$ cat config.mk
export PLATFORM = sky130hd
export DESIGN_NAME = aad_acc_datapath
export DESIGN_NICKNAME = d
export VERILOG_FILES = /design/src/aad_pkg.sv /design/src/aad_acc_datapath.sv /design/src/aad_data_mem.sv
export SDC_FILE = /design/constraint.sdc
export NUM_CORES = 1
export LEC_CHECK = 0
export BUFFER_PORTS_ARGS = -buffer_cell sky130_fd_sc_hd__buf_2
export CORE_AREA = 3 3 161 116
export CTS_CLUSTER_SIZE = 14
export DETAILED_ROUTE_END_ITERATION = 7
export DIE_AREA = 0 0 164 119
export HOLD_SLACK_MARGIN = 0.03
export PLACE_DENSITY = 0.69
export SLEW_MARGIN = 20
export SYNTH_ARGS = -nofsm -noshare
export SYNTH_HDL_FRONTEND = slang
export SYNTH_HIERARCHICAL = 1
export SYNTH_SLANG_ARGS = --single-unit
export TNS_END_PERCENT = 5
$ cat constraint.sdc
create_clock -name clk_sys -period 3.4 [get_ports clk_sys]
set_input_delay 0.51 -clock clk_sys [delete_from_list [all_inputs] [get_ports clk_sys]]
set_output_delay 0.51 -clock clk_sys [all_outputs]
set_load 0.02 [all_outputs]
$ cat src/aad_pkg.sv
// aad_pkg: constants shared by the accumulator datapath and its bus slave
// assumes: 32-bit AHB-Lite data, one aligned word per register
package aad_pkg;
    // register byte offsets
    localparam logic [7:0] ADDR_CTRL = 8'h00;
    localparam logic [7:0] ADDR_ACC = 8'h04;
    localparam logic [7:0] ADDR_STATUS = 8'h08;
    localparam logic [7:0] ADDR_MEM_BASE = 8'h40;
    // control word fields
    localparam int CTRL_OP_LSB = 0;
    localparam int CTRL_ADDR_LSB = 4;
    localparam int CTRL_IMM_LSB = 8;
    localparam int CTRL_GO_BIT = 16;
    // status word field positions
    localparam int ST_CARRY = 0;
    localparam int ST_HALF = 1;
    localparam int ST_ZERO = 2;
    localparam int ST_OVF = 3;
    localparam int ST_BUSY = 4;
    // data memory geometry and reset values
    localparam int MEM_AW = 4;
    localparam int MEM_DEPTH = 16;
    localparam logic [7:0] ACC_RESET = 8'h00;
    localparam logic [3:0] FLAGS_RESET = 4'h0;
    // operation codes
    typedef enum logic [1:0] {
        OP_ADD_ACC_INTO_MEMORY = 2'h0,
        OP_AND_MEM_TO_ACC = 2'h1,
        OP_AND_IMM_TO_ACC = 2'h2,
        OP_AND_ACC_INTO_MEMORY = 2'h3
    } aad_op_e;
    // execution sequence; each step changes one bit except the return from ST_EXEC to ST_IDLE
    typedef enum logic [1:0] {
        ST_IDLE = 2'b00,
        ST_READ = 2'b01,
        ST_EXEC = 2'b11
    } aad_state_e;
endpackage

$ cat src/aad_acc_datapath.sv
// aad_acc_datapath: accumulator add/and datapath with AHB-Lite register access
// assumes: one AHB-Lite master, single word transfers, synchronous reset
//
// Register access over AHB-Lite and the register offsets are this design's own decisions.
`timescale 1ns/1ps
`default_nettype none
module aad_acc_datapath
    import aad_pkg::*;
(
    // clock and reset
    input wire logic clk_sys,
    input wire logic sys_rst,
    // ahb-lite slave
    input wire logic hsel,
    input wire logic [31:0] haddr,
    input wire logic [1:0] htrans,
    input wire logic hwrite,
    input wire logic [2:0] hsize,
    input wire logic [31:0] hwdata,
    input wire logic hready,
    output logic hreadyout,
    output logic hresp,
    output logic [31:0] hrdata
);
    ////////////////////////////////////////////////////////////////////////
    // bus address phase capture
    logic phValid_reg, phValid_next;
    logic phWrite_reg, phWrite_next;
    logic [7:0] phAddr_reg, phAddr_next;
    logic [31:0] hrdata_reg, hrdata_next;
    logic memHeld_reg, memHeld_next;

    ////////////////////////////////////////////////////////////////////////
    // datapath state
    aad_state_e state_reg, state_next;
    aad_op_e op_reg, op_next;
    logic [MEM_AW-1:0] opAddr_reg, opAddr_next;
    logic [7:0] imm_reg, imm_next;
    logic [7:0] acc_reg, acc_next;
    logic carryFlag_reg, carryFlag_next;
    logic half_carry_flag_reg, half_carry_flag_next;
    logic zeroFlag_reg, zeroFlag_next;
    logic overflow_flag_reg, overflow_flag_next;

    // memory ports
    logic memWrEn;
    logic [MEM_AW-1:0] memWrAddr;
    logic [7:0] memWrData;
    logic [MEM_AW-1:0] memRdAddr;
    logic [7:0] memRdData;

    aad_data_mem u_mem (
        .clk_sys(clk_sys),
        .wrEn(memWrEn),
        .wrAddr(memWrAddr),
        .wrData(memWrData),
        .rdAddr(memRdAddr),
        .rdData(memRdData)
    );

    ////////////////////////////////////////////////////////////////////////
    // decode of current data phase
    logic wrPhase, rdPhase, isMem, busy;
    logic [MEM_AW-1:0] busMemAddr;
    logic [8:0] sumFull;
    logic [4:0] sumLow;
    logic [7:0] andMem;
    logic [7:0] andImm;

    always_comb begin
        busy = (state_reg != ST_IDLE);
        wrPhase = phValid_reg && phWrite_reg;
        rdPhase = phValid_reg && !phWrite_reg;
        isMem = (phAddr_reg >= ADDR_MEM_BASE) && (phAddr_reg < ADDR_MEM_BASE + 8'(MEM_DEPTH * 4));
        busMemAddr = MEM_AW'((phAddr_reg - ADDR_MEM_BASE) >> 2);
        sumFull = {1'b0, acc_reg} + {1'b0, memRdData};
        sumLow = {1'b0, acc_reg[3:0]} + {1'b0, memRdData[3:0]};
        andMem = acc_reg & memRdData;
        andImm = acc_reg & imm_reg;
    end

    // the memory read port is registered: a memory read waits one cycle for the byte,
    // and any memory access waits out a running op
    always_comb begin
        hreadyout = !(phValid_reg && isMem && (busy || (!phWrite_reg && !memHeld_reg)));
        hresp = 1'b0;
        hrdata = memHeld_reg ? {24'h00_0000, memRdData} : hrdata_reg;
    end

    ////////////////////////////////////////////////////////////////////////
    // bus next state
    always_comb begin
        phValid_next = phValid_reg;
        phWrite_next = phWrite_reg;
        phAddr_next = phAddr_reg;
        hrdata_next = 32'h0000_0000;
        memHeld_next = rdPhase && isMem && !busy && !memHeld_reg;
        if (hreadyout) begin
            phValid_next = hsel && htrans[1] && hready;
            phWrite_next = hwrite;
            phAddr_next = haddr[7:0];
            // register reads see the values as they stand once this cycle's write has landed
            if (hsel && htrans[1] && hready && !hwrite) begin
                unique case (haddr[7:0])
                    ADDR_CTRL: hrdata_next = {24'h00_0000, imm_next};
                    ADDR_ACC: hrdata_next = {24'h00_0000, acc_next};
                    ADDR_STATUS: hrdata_next = {27'h000_0000, state_next != ST_IDLE, overflow_flag_next,
                                                zeroFlag_next, half_carry_flag_next, carryFlag_next};
                    default: hrdata_next = 32'h0000_0000;
                endcase
            end
        end
    end

    ////////////////////////////////////////////////////////////////////////
    // datapath next state
    always_comb begin
        state_next = state_reg;
        op_next = op_reg;
        opAddr_next = opAddr_reg;
        imm_next = imm_reg;
        acc_next = acc_reg;
        carryFlag_next = carryFlag_reg;
        half_carry_flag_next = half_carry_flag_reg;
        zeroFlag_next = zeroFlag_reg;
        overflow_flag_next = overflow_flag_reg;
        memWrEn = 1'b0;
        memWrAddr = busMemAddr;
        memWrData = hwdata[7:0];
        memRdAddr = busy ? opAddr_reg : busMemAddr;
        unique case (state_reg)
            ST_IDLE: begin
                if (wrPhase && isMem) begin
                    memWrEn = 1'b1;
                end else if (wrPhase && phAddr_reg == ADDR_ACC) begin
                    acc_next = hwdata[7:0];
                end else if (wrPhase && phAddr_reg == ADDR_STATUS) begin
                    carryFlag_next = hwdata[ST_CARRY];
                    half_carry_flag_next = hwdata[ST_HALF];
                    zeroFlag_next = hwdata[ST_ZERO];
                    overflow_flag_next = hwdata[ST_OVF];
                end else if (wrPhase && phAddr_reg == ADDR_CTRL) begin
                    op_next = aad_op_e'(hwdata[CTRL_OP_LSB +: 2]);
                    opAddr_next = hwdata[CTRL_ADDR_LSB +: MEM_AW];
                    imm_next = hwdata[CTRL_IMM_LSB +: 8];
                    if (hwdata[CTRL_GO_BIT]) begin
                        state_next = ST_READ;
                    end
                end
            end
            ST_READ: begin
                state_next = ST_EXEC;
            end
            ST_EXEC: begin
                state_next = ST_IDLE;
                memWrAddr = opAddr_reg;
                unique case (op_reg)
                    OP_ADD_ACC_INTO_MEMORY: begin
                        memWrEn = 1'b1;
                        memWrData = sumFull[7:0];
                        carryFlag_next = sumFull[8];
                        half_carry_flag_next = sumLow[4];
                        overflow_flag_next = (acc_reg[7] == memRdData[7]) && (sumFull[7] != acc_reg[7]);
                        zeroFlag_next = (sumFull[7:0] == 8'h00);
                    end
                    OP_AND_MEM_TO_ACC: begin
                        acc_next = andMem;
                        zeroFlag_next = (andMem == 8'h00);
                    end
                    OP_AND_IMM_TO_ACC: begin
                        acc_next = andImm;
                        zeroFlag_next = (andImm == 8'h00);
                    end
                    OP_AND_ACC_INTO_MEMORY: begin
                        memWrEn = 1'b1;
                        memWrData = andMem;
                        zeroFlag_next = (andMem == 8'h00);
                    end
                endcase
            end
            default: state_next = ST_IDLE;
        endcase
    end

    ////////////////////////////////////////////////////////////////////////
    // registers
    always_ff @(posedge clk_sys) begin
        if (sys_rst) begin
            phValid_reg <= 1'b0;
            phWrite_reg <= 1'b0;
            phAddr_reg <= 8'h00;
            hrdata_reg <= 32'h0000_0000;
            memHeld_reg <= 1'b0;
            state_reg <= ST_IDLE;
            op_reg <= OP_ADD_ACC_INTO_MEMORY;
            opAddr_reg <= '0;
            imm_reg <= 8'h00;
            acc_reg <= ACC_RESET;
            {overflow_flag_reg, zeroFlag_reg, half_carry_flag_reg, carryFlag_reg} <= FLAGS_RESET;
        end else begin
            phValid_reg <= phValid_next;
            phWrite_reg <= phWrite_next;
            phAddr_reg <= phAddr_next;
            hrdata_reg <= hrdata_next;
            memHeld_reg <= memHeld_next;
            state_reg <= state_next;
            op_reg <= op_next;
            opAddr_reg <= opAddr_next;
            imm_reg <= imm_next;
            acc_reg <= acc_next;
            carryFlag_reg <= carryFlag_next;
            half_carry_flag_reg <= half_carry_flag_next;
            zeroFlag_reg <= zeroFlag_next;
            overflow_flag_reg <= overflow_flag_next;
        end
    end
endmodule
`default_nettype wire

$ cat src/aad_data_mem.sv
// aad_data_mem: small byte-wide data memory, registered read data
// assumes: single clock, one write port and one read port
`timescale 1ns/1ps
`default_nettype none
module aad_data_mem
    import aad_pkg::*;
(
    // clock
    input wire logic clk_sys,
    // write port
    input wire logic wrEn,
    input wire logic [MEM_AW-1:0] wrAddr,
    input wire logic [7:0] wrData,
    // read port
    input wire logic [MEM_AW-1:0] rdAddr,
    output logic [7:0] rdData
);
    logic [7:0] memArray [MEM_DEPTH];

    always_ff @(posedge clk_sys) begin
        if (wrEn) begin
            memArray[wrAddr] <= wrData;
        end
        rdData <= memArray[rdAddr];
    end
endmodule
`default_nettype wire

==> impl_metrics.csv <==
group,metric,value,unit
sta,relSlewSlack,46.2,%
floorplan,core-area,0.0172,mm²
synthesis,synth_seq_area_share,57.8,%
route,wire_per_inst,22.0,µm
pwr,power_density,496,mW/mm²
run,maxCapViolCount,0,
cells_and_area,syn_to_final_growth,12.3,%
pwr,leakagePower,3.62,nW
cells_and_area,final_cell_mix,"edfxtp_1, nor2_1, dfxtp_1, nand2_1, buf_2",
sta,setup_tns,0,ns
sta,post-route-period-util,85.3,%
hold_path,hp-class,"in -> reg",
route,wl,20.3,mm
worst_setup_path,worst-r2r-setup-slack,0.50,ns
cts,cts_sinks,183,
cells_and_area,final_common_cell,"edfxtp_1",
synthesis,syn_avg_cell_area,13.6,µm²
cts,clockRootBuffer,"clkbuf_16",
worst_setup_path,r2r-start,"state_reg[0]",
synthesis,async_flop_share,0,%
global_routing,grt_usage,21.5,%
floorplan,dieWidth,164,µm
worst_setup_path,crit_start,"state_reg[0]",
cts,postCtsSetupRepairBufs,0,
place,placed_cells,891,
route,dr.pass1.iters,6,
route,ant_nets,0,
place,dp_hpwl,14.2,mm
global_routing,grt_max_degree,41,
global_routing,gr-total-overflow,0,
pwr,peakVddDrop,0.000331,V
synthesis,yosysTopAreaCell,"edfxtp_1",
sta,min_period,2.90,ns
global_routing,antenna_found_initial,0,
synthesis,synth_edf_count,128,
worst_setup_path,critPathMaxFanout,16,
synthesis,yosys_warnings,6,
cells_and_area,diodes,0,
cells_and_area,seqCellArea,0.00494,mm²
floorplan,io_pins,108,
hold_path,hold_start,"haddr[6]",
sta,setup_viol,0,
cts,cts.path.max_buffers,2,
synthesis,synth_area_leaders,"edfxtp_1, dfxtp_1, mux4_2",
floorplan,die_y,119,µm
cts,cts.clk_slew.worst_paths,0.08,ns
route,remaining_drc_errors,0,
cts,post_cts_resized,0,
cells_and_area,final.fill_count,1370,
place,port_buffers,39,
place,gp_congestion,0.909,
synthesis,ys_seq_elements,183,
sta,max_clock_freq,345,MHz
sta,hold_violations,0,
cts,clk_latency,0.43,ns
cells_and_area,largest_register_ffs,128,
cells_and_area,multiInputGateArea,0.00330,mm²
floorplan,rows,40,
cells_and_area,num-nets-final,769,
sta,worst_slew_pin_slew,0.807,ns
worst_setup_path,start_kind,"register",
synthesis,synth_top_flop_cell,"edfxtp_1",
synthesis,synth_top_area_share,44.9,%
route,vias,5595,
cts,cts-htree-levels,4,
worst_setup_path,crit_arrival,3.03,ns
worst_setup_path,required,3.53,ns
cts,cts_hold_buf,0,
cts,tritoncts.num_buffers,17,
floorplan,die_area,0.0195,mm²
route,drt-initial-drc-count,647,
worst_setup_path,end_kind,"register",
route,via_per_inst,6.06,
floorplan,start_util,49.8,%
worst_setup_path,criticalPathCategory,"reg -> reg",
synthesis,synth.distinct_cells,72,
cells_and_area,largest_register,"u_mem/memArray",
global_routing,grt_pass1_wl,31.4,mm
sta,clock-skew-final,0.0162,ns
cells_and_area,stdcell_count,923,
cells_and_area,drive_gt1_share,21.2,%
synthesis,syn_inst,629,
sta,rsz0062_at_grt,"no",
sta,finalMaxSlewViolations,0,
global_routing,grt_pass1_vias,5446,
synthesis,netlist_area,0.00856,mm²
cts,cts_tree,"built",
outcome,status,"finished, final reports clean",
[layout make-up]
class,count,share of cell area [%]
multi-input combinational,401,34.3
clock buffer,17,4.43
tap,231,3.01
clock inverter,15,1.90
inverter,9,0.352
timing repair buffer,67,4.48
sequential,183,51.5
[metrics by stage]
| stage | power [mW] | utilization [%] | worst slack [ns] | hold slack (ns) | instance area [µm²] |
|---|---|---|---|---|---|
| after detailed placement | 2.80 | 52.3 | 0.271 | 0.517 | 8980 |
| after global placement | 2.79 | 52.3 | 0.448 | 0.486 | 8980 |
| final | 4.77 | 56.0 | 0.500 | 0.319 | 9610 |
| after CTS | 4.78 | 55.9 | 0.197 | 0.313 | 9590 |
| after global routing | 4.90 | 56.0 | 0.376 | 0.327 | 9610 |
| after floorplan | 2.71 | - | 0.302 | 0.467 | 8650 |
[worst paths after layout]
kind,cells after the start,end
worst max-delay path,7,u_mem/memArray[0][6]
worst max register to register,7,u_mem/memArray[0][6]
worst min register to register,2,memHeld_reg
worst min-delay path,3,phAddr_reg[6]
[where the power goes]
| group | switching, mW | total (mW) | internal [mW] | leakage, nW |
|---|---|---|---|---|
| sequential | 0.0214 | 2.42 | 2.40 | 1.60 |
| clock | 0.948 | 2.01 | 1.06 | 0.292 |
| combinational | 0.214 | 0.339 | 0.126 | 1.73 |
[cell usage after synthesis, types with 3 or more instances]
cell type,count
nand3_1,7
a31oi_1,5
and2_1,4
mux4_1,14
nor3_1,8
o21a_1,5
buf_6,5
nor4_1,3
inv_1,9
clkbuf_1,18
clkdlybuf4s25_2,3
o22a_1,3
mux2_2,17
mux2i_1,24
a21o_1,5
nand3b_1,5
nor2_1,60
mux4_2,18
a222oi_1,8
ha_1,15
a21oi_1,15
buf_2,6
o22ai_1,8
nand2_1,42
nor2b_1,10
o21ai_1,7
a22o_1,11
dfxtp_1,55
o21ai_0,6
nand2b_1,6
edfxtp_1,128
buf_4,26
a22oi_1,22
nand4b_1,4
[worst max-delay path, cell delays in order, from the launching register on]
cell,delay [ns]
dfxtp_1,0.37
ha_1,0.57
nand2b_1,0.13
buf_4,0.23
a21oi_1,0.33
or3b_2,0.54
nor3_1,0.18
buf_4,0.23
[per-layer routing]
layer	up-vias	GRT usage [%]	part of all wire, %
li1	2487	-	-
met1	2795	33.1	46
met2	270	31.0	44
met3	43	4.21	8.0
met4	0	5.97	1.8
met5	-	0	0
[cell families (layout without fill, tap and decap cells)]
family	count (synthesis)	after routing	synth area share [%]
XOR/XNOR	3	3	0.307
flip-flops	183	183	57.8
AO/OA/AOI/OAI	110	110	9.27
adder cells (fa/ha/maj)	16	16	2.43
AND/OR/NAND/NOR	170	170	10.5
multiplexers	77	77	14.7
other	1	25	0.0438
buffers and inverters	69	108	4.91
Power figures use the tool's default switching activity.
